[src/logic/emb_pkg.sv]
// constants and types shared by the external memory bus controller
// assumes a single 20 MHz core clock; memory clock is derived from it
package emb_pkg;
  localparam int          CLK_PERIOD_NS  = 50;
  localparam int          MCLK_DIV       = 2;
  localparam int          BUS_W          = 32;
  localparam int          LANES          = 4;
  localparam int          FIFO_DEPTH     = 8;
  localparam int          MAX_BEATS      = 4;
  localparam int          READ_LAT_TICKS = 2;
  localparam int          BANK_BIT       = 2;
  localparam int          CFG_FITTED_BIT = 31;
  localparam int          CFG_NVRAM_BIT  = 30;
  // 0 selects even parity, 1 odd parity
  localparam logic        PARITY_ODD     = 1'b0;
  localparam logic [31:0] FLASH_BASE     = 32'hff00_0000;
  localparam logic [31:0] FLASH_MASK     = 32'hff00_0000;
  localparam logic [31:0] NVRAM_BASE     = 32'hfe00_0000;
  localparam logic [31:0] NVRAM_MASK     = 32'hff00_0000;
  localparam logic [31:0] CFG_RESET      = 32'h0000_0000;
  localparam logic [1:0]  OE_FLASH       = 2'b01;
  localparam logic [1:0]  OE_NVRAM       = 2'b10;
  localparam logic [1:0]  OE_NONE        = 2'b11;
  localparam logic [3:0]  BWE_NONE       = 4'hf;
  localparam logic [3:0]  BWE_UPPER      = 4'hc;

  typedef enum logic [1:0] {
    REG_BURST = 2'h0,
    REG_FLASH = 2'h1,
    REG_NVRAM = 2'h2
  } region_e;

  typedef enum logic [2:0] {
    ST_IDLE  = 3'b000,
    ST_ADDR  = 3'b001,
    ST_WAIT  = 3'b011,
    ST_BEAT  = 3'b010,
    ST_DESEL = 3'b110
  } state_e;

  function automatic region_e decode_region(input logic [31:0] addr);
    if ((addr & FLASH_MASK) == FLASH_BASE) begin
      return REG_FLASH;
    end else if ((addr & NVRAM_MASK) == NVRAM_BASE) begin
      return REG_NVRAM;
    end
    return REG_BURST;
  endfunction : decode_region

  function automatic logic [3:0] byte_parity(input logic [31:0] word);
    logic [3:0] p;
    p = '0;
    for (int i = 0; i < 4; i++) begin
      p[i] = (^word[8*i +: 8]) ^ PARITY_ODD;
    end
    return p;
  endfunction : byte_parity
endpackage : emb_pkg

[src/logic/external_memory_bus_controller.sv]
// external memory bus controller: burst sram, flash rom, nonvolatile sram
// assumes synchronous request inputs; testbench resolves the bus wires
`timescale 1ns/1ps
`default_nettype none
module external_memory_bus_controller
  import emb_pkg::*;
#(
  parameter int DEPTH     = FIFO_DEPTH,
  parameter int READ_LAT  = READ_LAT_TICKS
) (
  // clock and reset
  input  wire logic             I_CLK,
  input  wire logic             I_RST_B,
  input  wire logic             I_HOST_RST_B,
  // access requests
  input  wire logic             I_REQ_VALID,
  output var  logic             O_REQ_READY,
  input  wire logic             I_REQ_WRITE,
  input  wire logic [31:0]      I_REQ_ADDR,
  input  wire logic [31:0]      I_REQ_WDATA,
  input  wire logic [3:0]       I_REQ_BYTE_EN,
  input  wire logic [1:0]       I_REQ_BEATS_M1,
  // read data stream
  output var  logic             O_RD_VALID,
  input  wire logic             I_RD_READY,
  output var  logic [31:0]      O_RD_DATA,
  output var  logic             O_RD_PARITY_ERROR,
  // power-on configuration
  output var  logic [31:0]      O_POWER_ON_CONFIG,
  output var  logic             O_STATIC_RAM_FITTED,
  output var  logic             O_STATIC_RAM_NONVOLATILE,
  // memory pins
  output var  logic             O_MEMORY_CLOCK,
  output var  logic             O_CONTROLLER_ADDR_STROBE_N,
  output var  logic             O_BURST_ADVANCE_N,
  output var  logic [1:0]       O_MEMORY_OUTPUT_ENABLE_N,
  output var  logic [1:0]       O_BANK_WRITE_ENABLE_N,
  output var  logic [3:0]       O_BYTE_LANE_WRITE_ENABLE_N,
  output var  logic             O_NONVOLATILE_RAM_SELECT_N,
  output var  logic             O_BURST_RAM_SELECT_N,
  output var  logic             O_FLASH_ROM_SELECT_N,
  input  wire logic [31:0]      I_MUX_ADDR_DATA_BUS,
  output var  logic [31:0]      O_MUX_ADDR_DATA_BUS,
  output var  logic             O_MUX_ADDR_DATA_BUS_OE,
  input  wire logic [3:0]       I_MUX_BUS_BYTE_PARITY,
  output var  logic [3:0]       O_MUX_BUS_BYTE_PARITY,
  output var  logic             O_MUX_BUS_BYTE_PARITY_OE
);
  localparam int LW = $clog2(DEPTH) + 2;

  state_e      state_q, state_d;
  region_e     reg_q, reg_d;
  logic        mclk_q, mclk_d;
  logic        go_q, go_d;
  logic        wr_q, wr_d;
  logic [31:0] addr_q, addr_d;
  logic [31:0] wdat_q, wdat_d;
  logic [3:0]  be_q, be_d;
  logic [1:0]  beats_q, beats_d;
  logic [1:0]  beat_q, beat_d;
  logic [1:0]  wait_q, wait_d;
  logic        bank_q, bank_d;
  logic        ready_q, ready_d;
  logic        controller_addr_strobe_n_q, controller_addr_strobe_n_d;
  logic        adv_q, adv_d;
  logic [1:0]  oe_q, oe_d;
  logic [1:0]  mwe_q, mwe_d;
  logic [3:0]  bwe_q, bwe_d;
  logic        csn_q, csn_d;
  logic        csb_q, csb_d;
  logic        csf_q, csf_d;
  logic [31:0] bus_q, bus_d;
  logic        bus_oe_q, bus_oe_d;
  logic [3:0]  par_q, par_d;
  logic        push_q, push_d;
  logic [32:0] pdat_q, pdat_d;
  logic [31:0] cfg_q;
  logic        fit_q, nv_q;
  logic        tick, take, room;
  logic [LW-1:0] level;
  logic [31:0] cfg_w;
  logic [32:0] rd_word;

  // read space is reserved up front, since a burst cannot be stalled
  assign room = ({1'b0, level} + {{LW{1'b0}}, push_q} + (LW+1)'(MAX_BEATS)) <= (LW+1)'(DEPTH);

  always_comb begin
    state_d  = state_q;
    reg_d    = reg_q;
    mclk_d   = ~mclk_q;
    go_d     = go_q;
    wr_d     = wr_q;
    addr_d   = addr_q;
    wdat_d   = wdat_q;
    be_d     = be_q;
    beats_d  = beats_q;
    beat_d   = beat_q;
    wait_d   = wait_q;
    bank_d   = bank_q;
    controller_addr_strobe_n_d   = controller_addr_strobe_n_q;
    adv_d    = adv_q;
    oe_d     = oe_q;
    mwe_d    = mwe_q;
    bwe_d    = bwe_q;
    csn_d    = csn_q;
    csb_d    = csb_q;
    csf_d    = csf_q;
    bus_d    = bus_q;
    bus_oe_d = bus_oe_q;
    par_d    = par_q;
    push_d   = 1'b0;
    pdat_d   = pdat_q;
    // pins change as memory clock falls, so they settle for its rise
    tick     = mclk_q;
    take     = I_REQ_VALID && ready_q;
    if (take) begin
      go_d    = 1'b1;
      wr_d    = I_REQ_WRITE;
      addr_d  = I_REQ_ADDR;
      wdat_d  = I_REQ_WDATA;
      be_d    = I_REQ_BYTE_EN;
      reg_d   = decode_region(I_REQ_ADDR);
      // only burst ram reads burst; writes carry one word
      beats_d = (decode_region(I_REQ_ADDR) == REG_BURST && !I_REQ_WRITE) ? I_REQ_BEATS_M1 : 2'h0;
      bank_d  = I_REQ_ADDR[BANK_BIT];
    end
    if (!I_HOST_RST_B) begin
      state_d  = ST_IDLE;
      go_d     = 1'b0;
      bus_oe_d = 1'b0;
      controller_addr_strobe_n_d   = 1'b1;
      adv_d    = 1'b1;
      oe_d     = OE_NONE;
      mwe_d    = 2'b11;
      bwe_d    = BWE_NONE;
      csn_d    = 1'b1;
      csb_d    = 1'b1;
      csf_d    = 1'b1;
    end else if (tick) begin
      case (state_q)
        ST_IDLE: begin
          controller_addr_strobe_n_d = 1'b1;
          if (go_q) begin
            go_d     = 1'b0;
            state_d  = ST_ADDR;
            controller_addr_strobe_n_d   = 1'b0;
            csb_d    = (reg_q != REG_BURST);
            csf_d    = (reg_q != REG_FLASH);
            csn_d    = (reg_q != REG_NVRAM);
            bus_d    = addr_q;
            bus_oe_d = 1'b1;
            par_d    = byte_parity(addr_q);
            beat_d   = 2'h0;
          end
        end
        ST_ADDR: begin
          controller_addr_strobe_n_d = 1'b1;
          if (wr_q) begin
            state_d = ST_BEAT;
            bus_d   = wdat_q;
            par_d   = byte_parity(wdat_q);
            if (reg_q == REG_BURST) begin
              bwe_d = ~be_q;
              mwe_d = bank_q ? 2'b01 : 2'b10;
            end else begin
              bwe_d = ~(be_q & BWE_UPPER);
            end
          end else begin
            state_d  = ST_WAIT;
            bus_oe_d = 1'b0;
            wait_d   = 2'(READ_LAT - 1);
            case (reg_q)
              REG_FLASH: oe_d = OE_FLASH;
              REG_NVRAM: oe_d = OE_NVRAM;
              default:   oe_d = bank_q ? 2'b01 : 2'b10;
            endcase
          end
        end
        ST_WAIT: begin
          if (wait_q == 2'h0) begin
            state_d = ST_BEAT;
          end else begin
            wait_d = wait_q - 2'h1;
          end
        end
        ST_BEAT: begin
          if (wr_q) begin
            state_d  = ST_DESEL;
            bwe_d    = BWE_NONE;
            mwe_d    = 2'b11;
            bus_oe_d = 1'b0;
          end else begin
            push_d = 1'b1;
            pdat_d = {byte_parity(I_MUX_ADDR_DATA_BUS) != I_MUX_BUS_BYTE_PARITY,
                      I_MUX_ADDR_DATA_BUS};
            if (beat_q == beats_q) begin
              state_d = ST_DESEL;
              adv_d   = 1'b1;
              oe_d    = OE_NONE;
            end else begin
              beat_d = beat_q + 2'h1;
              adv_d  = 1'b0;
              bank_d = ~bank_q;
              oe_d   = bank_q ? 2'b10 : 2'b01;
            end
          end
        end
        ST_DESEL: begin
          // deselect cycle: strobe with every select high
          state_d = ST_IDLE;
          adv_d   = 1'b1;
          controller_addr_strobe_n_d  = 1'b0;
          csn_d   = 1'b1;
          csb_d   = 1'b1;
          csf_d   = 1'b1;
        end
        default: begin
          state_d = ST_IDLE;
        end
      endcase
    end
    // ready only on cycles whose edge is a launch edge
    ready_d = I_HOST_RST_B && (state_d == ST_IDLE) && !go_d && mclk_d && room && !take;
  end

  always_ff @(posedge I_CLK or negedge I_RST_B) begin
    if (!I_RST_B) begin
      state_q  <= ST_IDLE;
      reg_q    <= REG_BURST;
      mclk_q   <= 1'b0;
      go_q     <= 1'b0;
      wr_q     <= 1'b0;
      addr_q   <= '0;
      wdat_q   <= '0;
      be_q     <= '0;
      beats_q  <= '0;
      beat_q   <= '0;
      wait_q   <= '0;
      bank_q   <= 1'b0;
      ready_q  <= 1'b0;
      controller_addr_strobe_n_q   <= 1'b1;
      adv_q    <= 1'b1;
      oe_q     <= OE_NONE;
      mwe_q    <= 2'b11;
      bwe_q    <= BWE_NONE;
      csn_q    <= 1'b1;
      csb_q    <= 1'b1;
      csf_q    <= 1'b1;
      bus_q    <= '0;
      bus_oe_q <= 1'b0;
      par_q    <= '0;
      push_q   <= 1'b0;
      pdat_q   <= '0;
      cfg_q    <= CFG_RESET;
      fit_q    <= 1'b0;
      nv_q     <= 1'b0;
    end else begin
      state_q  <= state_d;
      reg_q    <= reg_d;
      mclk_q   <= mclk_d;
      go_q     <= go_d;
      wr_q     <= wr_d;
      addr_q   <= addr_d;
      wdat_q   <= wdat_d;
      be_q     <= be_d;
      beats_q  <= beats_d;
      beat_q   <= beat_d;
      wait_q   <= wait_d;
      bank_q   <= bank_d;
      ready_q  <= ready_d;
      controller_addr_strobe_n_q   <= controller_addr_strobe_n_d;
      adv_q    <= adv_d;
      oe_q     <= oe_d;
      mwe_q    <= mwe_d;
      bwe_q    <= bwe_d;
      csn_q    <= csn_d;
      csb_q    <= csb_d;
      csf_q    <= csf_d;
      bus_q    <= bus_d;
      bus_oe_q <= bus_oe_d;
      par_q    <= par_d;
      push_q   <= push_d;
      pdat_q   <= pdat_d;
      cfg_q    <= cfg_w;
      fit_q    <= cfg_w[CFG_FITTED_BIT];
      nv_q     <= cfg_w[CFG_FITTED_BIT] && cfg_w[CFG_NVRAM_BIT];
    end
  end

  emb_strap_latch u_strap (
    .i_clk        (I_CLK),
    .i_rst_b      (I_RST_B),
    .i_host_rst_b (I_HOST_RST_B),
    .i_bus        (I_MUX_ADDR_DATA_BUS),
    .o_cfg        (cfg_w)
  );

  emb_read_fifo #(
    .WIDTH (33),
    .DEPTH (DEPTH)
  ) u_fifo (
    .i_clk       (I_CLK),
    .i_rst_b     (I_RST_B),
    .i_in_valid  (push_q),
    .o_in_ready  (),
    .i_in_data   (pdat_q),
    .o_out_valid (O_RD_VALID),
    .i_out_ready (I_RD_READY),
    .o_out_data  (rd_word),
    .o_level     (level)
  );

  assign O_RD_DATA                  = rd_word[31:0];
  assign O_RD_PARITY_ERROR          = rd_word[32];
  // room check already implies fifo space, so ready stays a bare flop
  assign O_REQ_READY                = ready_q;
  assign O_POWER_ON_CONFIG          = cfg_q;
  assign O_STATIC_RAM_FITTED        = fit_q;
  assign O_STATIC_RAM_NONVOLATILE   = nv_q;
  assign O_MEMORY_CLOCK             = mclk_q;
  assign O_CONTROLLER_ADDR_STROBE_N = controller_addr_strobe_n_q;
  assign O_BURST_ADVANCE_N          = adv_q;
  assign O_MEMORY_OUTPUT_ENABLE_N   = oe_q;
  assign O_BANK_WRITE_ENABLE_N      = mwe_q;
  assign O_BYTE_LANE_WRITE_ENABLE_N = bwe_q;
  assign O_NONVOLATILE_RAM_SELECT_N = csn_q;
  assign O_BURST_RAM_SELECT_N       = csb_q;
  assign O_FLASH_ROM_SELECT_N       = csf_q;
  assign O_MUX_ADDR_DATA_BUS        = bus_q;
  assign O_MUX_ADDR_DATA_BUS_OE     = bus_oe_q;
  assign O_MUX_BUS_BYTE_PARITY      = par_q;
  assign O_MUX_BUS_BYTE_PARITY_OE   = bus_oe_q;
endmodule : external_memory_bus_controller
`default_nettype wire

[src/logic/emb_read_fifo.sv]
// read data fifo with registered output word
// assumes DEPTH is a power of two and one clock domain
`timescale 1ns/1ps
`default_nettype none
module emb_read_fifo #(
  parameter int WIDTH = 33,
  parameter int DEPTH = 8
) (
  // clock and reset
  input  wire logic             i_clk,
  input  wire logic             i_rst_b,
  // fill side
  input  wire logic             i_in_valid,
  output var  logic             o_in_ready,
  input  wire logic [WIDTH-1:0] i_in_data,
  // drain side
  output var  logic             o_out_valid,
  input  wire logic             i_out_ready,
  output var  logic [WIDTH-1:0] o_out_data,
  // occupancy including output word
  output var  logic [$clog2(DEPTH)+1:0] o_level
);
  localparam int AW = $clog2(DEPTH);

  logic [WIDTH-1:0] mem_q [DEPTH];
  logic [AW-1:0]    wr_q, wr_d, rd_q, rd_d;
  logic [AW:0]      cnt_q, cnt_d;
  logic             ov_q, ov_d;
  logic [WIDTH-1:0] od_q, od_d;
  logic             push, load;

  always_comb begin
    push = i_in_valid && (cnt_q != DEPTH[AW:0]);
    load = (cnt_q != '0) && (!ov_q || i_out_ready);
    wr_d = push ? wr_q + 1'b1 : wr_q;
    rd_d = load ? rd_q + 1'b1 : rd_q;
    cnt_d = cnt_q + {{AW{1'b0}}, push} - {{AW{1'b0}}, load};
    ov_d = ov_q;
    od_d = od_q;
    if (load) begin
      ov_d = 1'b1;
      od_d = mem_q[rd_q];
    end else if (i_out_ready) begin
      ov_d = 1'b0;
    end
  end

  always_ff @(posedge i_clk) begin
    if (push) begin
      mem_q[wr_q] <= i_in_data;
    end
  end

  always_ff @(posedge i_clk or negedge i_rst_b) begin
    if (!i_rst_b) begin
      wr_q  <= '0;
      rd_q  <= '0;
      cnt_q <= '0;
      ov_q  <= 1'b0;
      od_q  <= '0;
    end else begin
      wr_q  <= wr_d;
      rd_q  <= rd_d;
      cnt_q <= cnt_d;
      ov_q  <= ov_d;
      od_q  <= od_d;
    end
  end

  assign o_in_ready  = (cnt_q != DEPTH[AW:0]);
  assign o_out_valid = ov_q;
  assign o_out_data  = od_q;
  assign o_level     = {1'b0, cnt_q} + {{(AW+1){1'b0}}, ov_q};
endmodule : emb_read_fifo
`default_nettype wire

[src/logic/emb_strap_latch.sv]
// power-on configuration capture from the shared bus
// assumes the controller keeps the bus released while host reset is low
`timescale 1ns/1ps
`default_nettype none
module emb_strap_latch
  import emb_pkg::*;
(
  // clock and reset
  input  wire logic             i_clk,
  input  wire logic             i_rst_b,
  // sense inputs
  input  wire logic             i_host_rst_b,
  input  wire logic [BUS_W-1:0] i_bus,
  // captured configuration
  output var  logic [BUS_W-1:0] o_cfg
);
  logic [BUS_W-1:0] smp_q, smp_d, cfg_q, cfg_d;
  logic             hr_q;

  always_comb begin
    smp_d = smp_q;
    cfg_d = cfg_q;
    if (!i_host_rst_b) begin
      smp_d = i_bus;
    end
    if (i_host_rst_b && !hr_q) begin
      cfg_d = smp_q;
    end
  end

  always_ff @(posedge i_clk or negedge i_rst_b) begin
    if (!i_rst_b) begin
      smp_q <= CFG_RESET;
      cfg_q <= CFG_RESET;
      hr_q  <= 1'b0;
    end else begin
      smp_q <= smp_d;
      cfg_q <= cfg_d;
      hr_q  <= i_host_rst_b;
    end
  end

  assign o_cfg = cfg_q;
endmodule : emb_strap_latch
`default_nettype wire

[config.mk]
export PLATFORM = sky130hd
export DESIGN_NAME = external_memory_bus_controller
export DESIGN_NICKNAME = d
export VERILOG_FILES = /design/src/logic/emb_pkg.sv /design/src/logic/external_memory_bus_controller.sv /design/src/logic/emb_read_fifo.sv /design/src/logic/emb_strap_latch.sv
export SDC_FILE = /design/constraint.sdc
export NUM_CORES = 1
export LEC_CHECK = 0
export BUFFER_PORTS_ARGS = -buffer_cell sky130_fd_sc_hd__buf_2
export CAP_MARGIN = 0
export CORE_MARGIN = 4
export CORE_UTILIZATION = 59
export CTS_BUF_LIST = sky130_fd_sc_hd__clkbuf_16
export CTS_CLUSTER_DIAMETER = 100
export DETAILED_ROUTE_END_ITERATION = 6
export GPL_TIMING_DRIVEN = 0
export PLACE_DENSITY = 0.8
export SYNTH_ARGS = -nofsm -noshare
export SYNTH_HDL_FRONTEND = slang
export SYNTH_HIERARCHICAL = 1
export SYNTH_SLANG_ARGS = --single-unit
[constraint.sdc]
create_clock -name I_CLK -period 4.85 [get_ports I_CLK]
set_clock_uncertainty 0.1 [all_clocks]
set_input_delay 1.455 -clock I_CLK [delete_from_list [all_inputs] [get_ports I_CLK]]
set_output_delay 1.455 -clock I_CLK [all_outputs]
set_load 0.01 [all_outputs]
After elaboration in Yosys (flattened, before gate mapping):

Memory sizes are Yosys's and may differ from the RTL's. A register that Yosys moved wholly into a read port is not among the register bits.
Index checks and enable logic that the tools add are counted.

* add/sub/neg operators: 9
* multipliers: 0
* divide/modulo/power cells: 0
* order comparisons: 1
* equal/unequal tests: 31
* shift-type cells: 0
* muxes and demuxes: 96
* bitwise operators: 5
* reductions and logical operators: 52

Operators by type and width (count)
* 8-bit XOR reduction: 12
* 32-bit two-way mux: 2
* 32-bit case mux with 2 select lines: 1
* 1-bit two-way mux: 44
* 2-bit two-way mux: 22
* 4-bit two-way mux: 7
* 2-bit case mux with 2 select lines: 5
* 5-bit AND reduction: 4
* 3-bit two-way mux: 6
* 3-bit != test (second input constant): 6
* 8-bit == test (second input constant): 2
* 4-bit case mux with 2 select lines: 2
* 2-bit != test (second input constant): 7
* 3-bit case mux with 4 select lines: 1
* 4-bit AND reduction: 3
* 1-bit logical AND: 11
* 2-bit nonzero test: 5
* 3-bit by 1-bit != test with 1-bit output (second input constant): 3
* 4-bit by 1-bit != test with 1-bit output (second input constant): 2
* 4-bit inverter: 2
* 1-bit case mux with 2 select lines: 4
* 3-bit by 1-bit adder with 3-bit output (second input constant): 2
* 5-bit by 1-bit adder with 6-bit output: 1
* 6-bit by 3-bit adder with 6-bit output (second input constant): 1
* other kinds (25): 39

* register bits after elaboration: 278
* bits in latches: 0
* RAM bits: 264
* bits in read-only memories: 0
* memories kept: 1

Memory list
* u_fifo.mem_q: words 8, bits a word 33, read ports 1, clocked after memory_dff 1, write ports 1, line emb_read_fifo.sv:25 `logic [WIDTH-1:0] mem_q [DEPTH];`

Logic depth before layout (Yosys ltp):

Gate-level depths: netlist (run 1).

* depth in word-level cells: 12
* depth in mapped cells: 12
* gate-level depth less buffers: 11

Hierarchy:

The synthesis (run 1) kept the hierarchy.

Modules (own cells, without submodules)
* emb_read_fifo: instances 1, cells an instance 671, area each 12249.2 sq um, sequential area each 9028.7 sq um
* external_memory_bus_controller: instances 1, cells an instance 674, area each 8743.4 sq um, sequential area each 5046.1 sq um
* emb_strap_latch: instances 1, cells an instance 138, area each 2533.7 sq um, sequential area each 1626.6 sq um

Worst setup path before layout (run 1):

OpenSTA, ideal clock, no wires.

* kind: register -> register
* from: register u_fifo.cnt_q[2]
* to: memory u_fifo.mem_q[1][0] (enable)
* setup time: 464 ps
* data arrival time: 3353 ps
* setup slack: 933 ps
* cell stages (with the launch flop): 7
* buffers on the path: 1
* path through: dfrtp_1 > inv_1 > ha_1 > or3b_1 > clkbuf_1 > nand3_1 > nor3_1

* cells in the longest elaborated chain, start to end: 4

RTL lines
* start, declared: line emb_read_fifo.sv:27 `logic [AW:0] cnt_q, cnt_d;`
* start signal, assigned: line emb_read_fifo.sv:64 `cnt_q <= cnt_d;`
* 4-bit != test
* 1-bit logical AND: line emb_read_fifo.sv:33 `push = i_in_valid && (cnt_q != DEPTH[AW:0]);`
* 1-bit two-way mux: line emb_read_fifo.sv:49 `if (push) begin`
* 1-bit two-way mux (implied by the code): line emb_read_fifo.sv:50 `mem_q[wr_q] <= i_in_data;`
* end, declared: line emb_read_fifo.sv:25

Every way passes these cells.

Worst setup path after layout (run 1):

* from: register u_fifo.cnt_q[2]
* to: memory u_fifo.mem_q[1][20] (enable)

The elaborated chain is that of the path after synthesis.

==> results.py, run 1 <==
metrics = {
    "critical_path": {
        "worst-path-max-fanout": 10,
        "start_kind": "register",
        "r2r_cells": 9,
        "critical_path.reg2reg.startpoint": "u_fifo/cnt_q[2]$_DFF_PN0_",
        "worst-endpoint-arrival_ns": 3.35,
        "cp_data_required_time_ns": 5.07,
        "timing.rr.end": "u_fifo/mem_q[1][20]$_DFFE_PP_",
        "crit_type": "register to register",
        "cp-end-kind": "register",
        "startpoint": "u_fifo/cnt_q[2]$_DFF_PN0_",
        "register_to_register_setup_slack_ns": 1.72,
        "crit_end": "u_fifo/mem_q[1][20]$_DFFE_PP_",
    },
    "run_status": {
        "run_status": "finished clean",
    },
    "layout": {
        "postLayoutCellArea_um2": 27500,
        "post_route_cells_drive_above_1_share_pct": 36.8,
        "layout-area-overhead-vs-synth_pct": 16.8,
        "finalNonFillerCells": 2354,
        "layout.nets": 1918,
    },
    "placement": {
        "placer_congestion_estimate": 0.852,
        "placement.io_buffers": 232,
        "place.detailed.hpwl_um": 36600,
        "dpl.cell_count": 2247,
        "place_area_um2": 25700,
    },
    "floorplan": {
        "num_io_pins": 233,
        "die_width_um": 208,
        "design.die.area_um2": 43100,
        "die_height_um": 208,
        "row_count": 72,
        "fp.coreArea_um2": 39000,
        "initial_core_util_pct": 60.3,
    },
    "synth": {
        "synth.yosys.seq_area_share_pct": 66.7,
        "synth.area.top_cells": "sky130_fd_sc_hd__edfxtp_1 (34%), sky130_fd_sc_hd__dfrtp_1 (32%), sky130_fd_sc_hd__mux2_2 (9.6%)",
        "ys_dominant_reg_cell": "sky130_fd_sc_hd__dfrtp_1",
        "syn-instance-count": 1483,
        "count_of_flip_flops_with_a_built_in_enable_after_synthesis": 264,
        "ys_top_cells_by_count": "sky130_fd_sc_hd__dfrtp_1 (297), sky130_fd_sc_hd__edfxtp_1 (264), sky130_fd_sc_hd__mux2_2 (200), sky130_fd_sc_hd__mux2i_1 (104), sky130_fd_sc_hd__xnor2_1 (76)",
        "synth_fp_nets": 1614,
        "syn-cell-area_um2": 23500,
        "ys_warn_count": 6,
        "synth_top_cell_area_share_pct": 33.7,
        "post-synth-top-count-cell": "sky130_fd_sc_hd__dfrtp_1",
        "synth_top_cell_by_area": "sky130_fd_sc_hd__edfxtp_1",
        "synth.avg_cell_area_um2": 15.9,
        "netlist-cell-type-count": 62,
        "postSynthRegisterBits": 574,
        "ys_async_sr_fraction_pct": 54.0,
    },
    "route": {
        "totalWireLength_um": 54200,
        "detailedRoute.firstPassIterationCount": 5,
        "drc_errors": 0,
        "first_iter_violations": 783,
        "routedWlPerCell_um": 23.0,
        "ant_nets": 0,
        "via_density_per_instance": 5.82,
        "num_vias": 13711,
    },
    "global_routing": {
        "globalRouteTotalUtil_pct": 24.9,
        "grt_overflow": 0,
        "grt_antenna_before_repair": 7,
        "grt_max_degree": 108,
        "grt_pass1_vias": 14878,
        "wire_length_of_the_first_global_routing_pass_um": 83900,
    },
    "sta": {
        "hold_viol_final": 0,
        "finalWorstPathRequiredPeriod_ns": 3.13,
        "max_slew_margin_pct": 43.4,
        "timing.setup.tns_ns": 0,
        "maxSlewViolCount": 0,
        "max_clock_freq_mhz": 319,
        "final-setup-viol-count": 0,
        "layout_worst_path_cycle_share_pct": 64.6,
        "setup_repair_after_global_routing_missed_its_margin": "no",
        "max_slew.worst_pin.slew_ns": 0.849,
        "fin_hold_ws_ns": 0.252,
    },
    "clocking": {
        "cts_made_buffers": 56,
        "cts_num_sinks": 574,
        "clk-insertion-delay-late_ns": 0.63,
        "cts-root-to-sink-buffers": 3,
        "clk_root_buffer_cell": "sky130_fd_sc_hd__clkbuf_16",
        "tritoncts": "done",
        "post-cts-setup-buffers": 0,
        "clk_pin_slew_ns": 0.06,
        "post_cts.resized_instances": 0,
        "cts_htree_levels": 2,
        "post_cts_hold_buffer_count": 0,
    },
    "power_and_ir_drop": {
        "p_leak_uw": 0.0114,
        "report.power.total_uw": 15500,
        "power_density_nw_per_um2": 563,
        "power.ir.vdd_worst_uv": 403,
    },
    "job": {
        "drv_cap": 0,
    },
    "worst_hold_path": {
        "min-delay-path-class": "register to register",
    },
}
report_power, final:
| group | total (µW) | switching [µW] | internal (µW) | leakage [µW] |
|---|---|---|---|---|
| sequential | 6620 | 672 | 5950 | 0.00623 |
| combinational | 4690 | 2390 | 2300 | 0.00419 |
| clock | 4150 | 1840 | 2310 | 0.000948 |
metrics by stage:
stage,setup slack [ns],utilization [%]
final,1.72,70.4
after detailed placement,1.31,65.8
after floorplan,0.933,-
after CTS,1.73,70.4
after global routing,1.61,70.4
after global placement,-3.76,65.0
critical path, stage by stage, from the launching register on:
cell                       delay [ns]
sky130_fd_sc_hd__dfrtp_1         0.42
sky130_fd_sc_hd__inv_1           0.10
sky130_fd_sc_hd__ha_1            0.20
sky130_fd_sc_hd__or3b_1          0.17
sky130_fd_sc_hd__clkbuf_1        0.19
sky130_fd_sc_hd__nand3_1         0.34
sky130_fd_sc_hd__nor3_2          0.70
sky130_fd_sc_hd__buf_8           0.25
sky130_fd_sc_hd__buf_6           0.20
sky130_fd_sc_hd__buf_8           0.17
registers in the layout, summed over array words and instances (netlist names), 3 cells and up:
signal                      count
u_fifo/wr_q                     3
O_MUX_BUS_BYTE_PARITY           4
u_fifo/cnt_q                    4
u_fifo/o_out_data              33
u_fifo/mem_q                  264
addr_q                         32
O_POWER_ON_CONFIG              32
u_strap/smp_q                  32
O_BYTE_LANE_WRITE_ENABLE_N      4
u_strap/o_cfg                  32
state_q                         3
wdat_q                         32
O_MUX_ADDR_DATA_BUS            32
be_q                            4
u_fifo/rd_q                     3
pdat_q                         33
cell type report:
cell class              instances  area (µm²)
flip-flops and latches        574       15700
plain buffers                  81         548
fillers                      2553       11500
multi-input cells             813        7280
clock buffers                  59        1480
well taps                     518         648
diodes                          1        2.50
inverters                      15        56.3
repair buffers                246        1450
clock inverters                47         317
cell usage in the layout, fill, tap and decap left out, types with 5 or more instances in the layout:
cell type	instances
sky130_fd_sc_hd__o31ai_2	33
sky130_fd_sc_hd__xor2_1	17
sky130_fd_sc_hd__nor2_1	13
sky130_fd_sc_hd__edfxtp_1	264
sky130_fd_sc_hd__o22ai_1	37
sky130_fd_sc_hd__o21ai_0	65
sky130_fd_sc_hd__clkinv_2	15
sky130_fd_sc_hd__xnor2_1	76
sky130_fd_sc_hd__buf_4	8
sky130_fd_sc_hd__nor2_4	6
sky130_fd_sc_hd__o21ai_1	17
sky130_fd_sc_hd__a21oi_1	13
sky130_fd_sc_hd__buf_6	20
sky130_fd_sc_hd__clkbuf_1	27
sky130_fd_sc_hd__dfstp_2	13
sky130_fd_sc_hd__a31oi_1	5
sky130_fd_sc_hd__mux2_2	200
sky130_fd_sc_hd__nor2b_1	5
sky130_fd_sc_hd__mux2_4	31
sky130_fd_sc_hd__inv_1	28
sky130_fd_sc_hd__clkbuf_16	59
sky130_fd_sc_hd__clkinv_1	8
sky130_fd_sc_hd__buf_2	253
sky130_fd_sc_hd__nand2b_1	9
sky130_fd_sc_hd__nand2_1	72
sky130_fd_sc_hd__mux2i_1	104
sky130_fd_sc_hd__buf_8	8
sky130_fd_sc_hd__buf_16	5
sky130_fd_sc_hd__ha_1	18
sky130_fd_sc_hd__a22o_1	33
sky130_fd_sc_hd__dfrtp_1	297
sky130_fd_sc_hd__inv_2	5
per-layer routing:
| layer | wire (µm) | GRT usage [%] |
|---|---|---|
| met5 | 69 | 0 |
| met3 | 4720 | 7.75 |
| met4 | 2120 | 9.42 |
| met1 | 21000 | 31.3 |
| met2 | 26300 | 41.0 |
kinds of logic (layout without fill, tap and decap cells):
family                   count (synthesis)  count (layout)  synth area share, %
multiplexers                           339             339                 16.2
AND/OR/NAND/NOR                        138             138                 2.88
buffers and inverters                   96             448                 2.57
other                                    0               1                    0
AO/OA/AOI/OAI                          220             220                 6.75
adder cells (fa/ha/maj)                 19              19                 1.04
flip-flops                             574             574                 66.7
XOR/XNOR                                97              97                 3.85
worst min path at each step:
stage,start,end,slack (ns),cells after the start
after floorplan,u_strap/o_cfg[0]$_DFFE_PN0P_,O_POWER_ON_CONFIG[0]$_DFF_PN0_,0.25,0
after global placement,u_strap/o_cfg[0]$_DFFE_PN0P_,O_POWER_ON_CONFIG[0]$_DFF_PN0_,0.26,0
after detailed placement,u_strap/o_cfg[14]$_DFFE_PN0P_,O_POWER_ON_CONFIG[14]$_DFF_PN0_,0.26,0
after CTS,u_strap/o_cfg[15]$_DFFE_PN0P_,O_POWER_ON_CONFIG[15]$_DFF_PN0_,0.25,0
after global routing,u_strap/o_cfg[15]$_DFFE_PN0P_,O_POWER_ON_CONFIG[15]$_DFF_PN0_,0.26,0
final,u_strap/o_cfg[15]$_DFFE_PN0P_,O_POWER_ON_CONFIG[15]$_DFF_PN0_,0.25,0
Note: power is estimated with default switching activity, not from simulation.
==> run 2: changes to the inputs <==
CORE_UTILIZATION = 53   (was 59)
PLACE_DENSITY = 0.76   (was 0.8)
clock period = 2.6 ns   (was 4.85 ns; I/O delays follow)
==> results.py, run 2 (synthesis results as in run 1) <==
metrics = {
    "run_status": {
        "run_status": "finished clean",
    },
    "clocking": {
        "cts_made_buffers": 55,
        "cts-root-to-sink-buffers": 3,
        "tritoncts": "done",
        "cts_num_sinks": 574,
        "clk-insertion-delay-late_ns": 0.60,
        "post_cts_hold_buffer_count": 0,
        "clk_pin_slew_ns": 0.06,
        "clk_root_buffer_cell": "sky130_fd_sc_hd__clkbuf_16",
        "cts_htree_levels": 2,
    },
    "floorplan": {
        "row_count": 76,
        "fp.coreArea_um2": 43500,
        "design.die.area_um2": 47800,
        "num_io_pins": 233,
        "initial_core_util_pct": 54.1,
        "die_height_um": 219,
        "die_width_um": 219,
    },
    "route": {
        "first_iter_violations": 898,
        "detailedRoute.firstPassIterationCount": 5,
        "ant_nets": 0,
        "routedWlPerCell_um": 22.3,
        "num_vias": 13668,
        "via_density_per_instance": 5.61,
        "drc_errors": 0,
        "totalWireLength_um": 54300,
    },
    "layout": {
        "layout_common_cells": "sky130_fd_sc_hd__dfrtp_1 (296), sky130_fd_sc_hd__edfxtp_1 (264), sky130_fd_sc_hd__buf_2 (253)",
        "registers.top_by_ff_count": "u_fifo/mem_q",
        "post_route_cells_drive_above_1_share_pct": 37.5,
        "layout.cells.most_common": "sky130_fd_sc_hd__dfrtp_1",
        "post-route-util_pct": 64.0,
        "finalNonFillerCells": 2437,
        "largest_register_ff_count": 264,
        "layout.nets": 1934,
        "layout-area-overhead-vs-synth_pct": 18.3,
    },
    "sta": {
        "maxSlewViolCount": 0,
        "finalWorstPathRequiredPeriod_ns": 2.46,
        "setup_repair_after_global_routing_missed_its_margin": "no",
        "max_clock_freq_mhz": 406,
        "layout_worst_path_cycle_share_pct": 94.8,
        "max_slew.worst_pin.slew_ns": 0.761,
        "final-setup-viol-count": 0,
        "max_slew_margin_pct": 49.2,
        "timing.setup.tns_ns": 0,
        "hold_viol_final": 0,
    },
    "placement": {
        "placer_congestion_estimate": 0.837,
        "place.detailed.hpwl_um": 36200,
        "placement.io_buffers": 232,
        "dpl.cell_count": 2312,
    },
    "global_routing": {
        "wire_length_of_the_first_global_routing_pass_um": 83100,
        "grt_pass1_vias": 14261,
        "globalRouteTotalUtil_pct": 22.8,
        "grt_antenna_before_repair": 8,
        "grt_max_degree": 117,
        "grt_overflow": 0,
    },
    "job": {
        "drv_cap": 0,
    },
    "critical_path": {
        "cp-end-kind": "register",
        "start_kind": "register",
        "crit_type": "register to register",
        "cp_data_required_time_ns": 2.97,
        "worst-path-max-fanout": 5,
        "worst-endpoint-arrival_ns": 2.84,
    },
    "power_and_ir_drop": {
        "power.ir.vdd_worst_uv": 750,
        "power_density_nw_per_um2": 1050,
        "p_leak_uw": 0.0115,
    },
    "worst_hold_path": {
        "min-delay-path-class": "input pin to async pin",
    },
}
-- run 2: changes by cell type in the layout (fill, tap and decap cells not counted), sizes merged, moves of 3 or more --
cell    delta
buf       +17
bufinv     +6
inv        -5
clkinv     -4
clkbuf     -3
diode      +3
-- run 2: area by class of cell --
| type | count | area (µm²) |
|---|---|---|
| antenna | 4 | 10.0 |
| buffer | 81 | 548 |
| clock buffer | 56 | 1400 |
| clock inverter | 46 | 425 |
| fill | 3111 | 15600 |
| inverter | 15 | 56.3 |
| multi-input combinational | 813 | 7290 |
| sequential | 574 | 15700 |
| tap | 585 | 732 |
| timing repair buffer | 263 | 1660 |
-- run 2: worst paths after layout --
kind	startpoint	cells past startpoint	endpoint	slack, ns
max	u_fifo/cnt_q[2]$_DFF_PN0_	11	u_fifo/cnt_q[2]$_DFF_PN0_	0.14
min	I_RST_B	1	O_POWER_ON_CONFIG[31]$_DFF_PN0_	0.11
max reg2reg	u_fifo/cnt_q[2]$_DFF_PN0_	11	u_fifo/cnt_q[2]$_DFF_PN0_	0.14
min reg2reg	u_strap/o_cfg[6]$_DFFE_PN0P_	0	O_POWER_ON_CONFIG[6]$_DFF_PN0_	0.28
max in group asynchronous	I_RST_B	3	O_POWER_ON_CONFIG[3]$_DFF_PN0_	0.80
min in group I_CLK	I_HOST_RST_B	1	u_strap/hr_q$_DFF_PN0_	0.28
-- run 2: metrics by stage --
step	hold WS [ns]	setup slack [ns]	total power, µW	instance area [µm²]
2_1_floorplan	0.249	-0.439	18400	23500
3_3_place_gp	0.259	-5.38	20900	25400
3_5_place_dp	0.262	-0.265	21300	25800
4_1_cts	0.104	-0.0333	29400	27800
5_1_grt	0.126	0.0141	30700	27800
6_report	0.112	0.136	29200	27800
-- run 2: power by group --
part | internal, µW | leakage [µW] | switching [µW] | total (µW)
combinational | 4340 | 0.00429 | 4480 | 8820
sequential | 11100 | 0.00623 | 1260 | 12400
clock | 4690 | 0.000937 | 3340 | 8030
total | 20100 | 0.0115 | 9070 | 29200
-- run 2: routing by layer --
metal | track usage, % | share of wire, % | wire length [µm] | vias up
li1 | - | - | - | 6131
met1 | 30.1 | 41 | 22300 | 6954
met2 | 37.0 | 48 | 26000 | 466
met3 | 5.45 | 7.3 | 3940 | 109
met4 | 8.51 | 3.6 | 1940 | 8
met5 | 0 | 0.063 | 34 | -
-- run 2: what timing repair did --
| action | CTS | global route |
|---|---|---|
| pin swaps | 6 | 1 |
| endpoints found under the setup margin | 141 | 27 |
| setup buffers | 12 | 7 |
| gates resized for setup | 1 | 2 |
| endpoints found under the hold margin | 0 | 0 |
-- run 2: worst max-delay path, stage by stage (launching register included) --
cell	delay (ns)
sky130_fd_sc_hd__dfrtp_2	0.41
sky130_fd_sc_hd__inv_2	0.07
sky130_fd_sc_hd__ha_1	0.16
sky130_fd_sc_hd__nor3b_4	0.28
sky130_fd_sc_hd__or2_1	0.16
sky130_fd_sc_hd__buf_6	0.11
sky130_fd_sc_hd__inv_2	0.06
sky130_fd_sc_hd__ha_1	0.27
sky130_fd_sc_hd__inv_1	0.04
sky130_fd_sc_hd__ha_1	0.20
sky130_fd_sc_hd__fa_2	0.34
sky130_fd_sc_hd__xor2_1	0.14
==> run 3: changes to the inputs <==
CORE_UTILIZATION = 40   (was 53)
PLACE_DENSITY = unset   (was 0.76)
==> results.py, run 3 (synthesis results as in run 1) <==
metrics = {
    "run_status": {
        "run_status": "finished clean",
    },
    "floorplan": {
        "die_width_um": 251,
        "num_io_pins": 233,
        "initial_core_util_pct": 40.6,
        "design.die.area_um2": 62800,
        "die_height_um": 251,
        "fp.coreArea_um2": 57900,
        "row_count": 88,
    },
    "power_and_ir_drop": {
        "report.power.total_uw": 29000,
        "power_density_nw_per_um2": 1040,
        "power.ir.vdd_worst_uv": 650,
        "p_leak_uw": 0.0115,
    },
    "critical_path": {
        "worst-endpoint-arrival_ns": 2.82,
        "worst-path-max-fanout": 5,
        "crit_type": "register to register",
        "start_kind": "register",
        "cp-end-kind": "register",
        "cp_data_required_time_ns": 2.98,
    },
    "global_routing": {
        "globalRouteTotalUtil_pct": 18.1,
        "wire_length_of_the_first_global_routing_pass_um": 87700,
        "grt-busiest-layer": "met2",
        "grt_max_degree": 97,
        "globalRouteMet1Util_pct": 23.9,
        "grt_antenna_before_repair": 9,
        "grt_pass1_vias": 14196,
        "grt_overflow": 0,
        "globalRouteMet2Util_pct": 30.3,
        "groute.layer.met3.usage_pct": 4.87,
    },
    "route": {
        "num_vias": 13465,
        "routedWlPerCell_um": 21.8,
        "detailedRoute.firstPassIterationCount": 5,
        "first_iter_violations": 810,
        "totalWireLength_um": 57200,
        "via_density_per_instance": 5.13,
        "drc_errors": 0,
        "ant_nets": 0,
    },
    "sta": {
        "timing.setup.tns_ns": 0,
        "max_clock_freq_mhz": 410,
        "layout_worst_path_cycle_share_pct": 93.7,
        "finalWorstPathRequiredPeriod_ns": 2.44,
        "max_slew_margin_pct": 49.6,
        "setup_repair_after_global_routing_missed_its_margin": "no",
        "maxSlewViolCount": 0,
        "max_slew.worst_pin.slew_ns": 0.755,
        "final-setup-viol-count": 0,
        "hold_viol_final": 0,
    },
    "clocking": {
        "cts-root-to-sink-buffers": 3,
        "cts_made_buffers": 58,
        "tritoncts": "done",
        "cts_num_sinks": 574,
        "clk_root_buffer_cell": "sky130_fd_sc_hd__clkbuf_16",
        "cts_htree_levels": 2,
        "clk_pin_slew_ns": 0.06,
        "post_cts_hold_buffer_count": 0,
        "clk-insertion-delay-late_ns": 0.60,
    },
    "placement": {
        "placer_congestion_estimate": 0.802,
        "place.detailed.hpwl_um": 39500,
        "placement.io_buffers": 232,
    },
    "layout": {
        "layout.nets": 1939,
        "layout-area-overhead-vs-synth_pct": 19.1,
        "post_route_cells_drive_above_1_share_pct": 37.6,
        "largest_register_ff_count": 264,
        "registers.top_by_ff_count": "u_fifo/mem_q",
        "layout.cells.most_common": "sky130_fd_sc_hd__dfrtp_1",
        "layout_common_cells": "sky130_fd_sc_hd__dfrtp_1 (297), sky130_fd_sc_hd__edfxtp_1 (264), sky130_fd_sc_hd__buf_2 (253)",
    },
    "worst_hold_path": {
        "min-delay-path-class": "input pin to async pin",
    },
    "job": {
        "drv_cap": 0,
    },
}
## run 3: path summary, 6_finish.rpt
check	start	endpoint	slack, ns	depth (start not counted)
worst min register to register	u_strap/o_cfg[3]$_DFFE_PN0P_	O_POWER_ON_CONFIG[3]$_DFF_PN0_	0.28	0
worst min-delay path	I_RST_B	be_q[0]$_DFFE_PN0P_	0.03	1
worst max register to register	u_fifo/cnt_q[2]$_DFF_PN0_	u_fifo/cnt_q[2]$_DFF_PN0_	0.16	11
max in group asynchronous	I_RST_B	u_fifo/o_out_data[15]$_DFFE_PN0P_	1.12	3
worst max-delay path	u_fifo/cnt_q[2]$_DFF_PN0_	u_fifo/cnt_q[2]$_DFF_PN0_	0.16	11
min in group I_CLK	I_HOST_RST_B	u_strap/hr_q$_DFF_PN0_	0.27	1
## run 3: through the flow
step	setup WS (ns)	std cells	hold slack, ns	instance area, µm²	util (%)
floorplan	-0.439	1483	0.249	23500	-
global placement	-5.55	2480	0.259	25700	44.3
detailed placement	-0.399	2493	0.262	26000	44.9
CTS	0.00603	2611	0.0144	27900	48.3
global route	0.0140	2621	0.0444	28000	48.4
finish	0.163	2623	0.0272	28000	48.4
## run 3: layout make-up
type                       count  area, µm²
fill                        5060      29900
sequential                   574      15700
multi-input combinational    813       7290
timing repair buffer         265       1680
clock buffer                  59       1480
tap                          765        957
buffer                        81        548
clock inverter                48        295
inverter                      15       58.8
antenna                        3       7.51
## run 3: power by group
part / total, µW / internal [µW] / switching (µW)
Sequential: 12400 / 11100 / 1260
Clock: 7840 / 4390 / 3450
Combinational: 8810 / 4340 / 4470
## run 3: worst max-delay path, cell delays in order, from the launching register on
cell and delay, ns:
sky130_fd_sc_hd__dfrtp_1 0.40, sky130_fd_sc_hd__inv_2 0.08, sky130_fd_sc_hd__ha_1 0.14, sky130_fd_sc_hd__nor3b_4 0.28
sky130_fd_sc_hd__or2_1 0.16, sky130_fd_sc_hd__buf_6 0.12, sky130_fd_sc_hd__inv_4 0.05, sky130_fd_sc_hd__ha_1 0.26
sky130_fd_sc_hd__inv_1 0.04, sky130_fd_sc_hd__ha_1 0.20, sky130_fd_sc_hd__fa_2 0.34, sky130_fd_sc_hd__xor2_1 0.15
## run 3: what timing repair did
item | in CTS | in global routing
buffers inserted | 11 | 9
endpoints found under the hold margin | 0 | 0
resized for setup | 3 | 1
pin swaps | 7 | 3
endpoints found under the setup margin | 168 | 71
## run 3: layer usage
layer  vias up  wire [µm]
li1       6144          -
met1      6866      24600
met2       359      27800
met3        84       3850
met4        12        955
met5         -         61
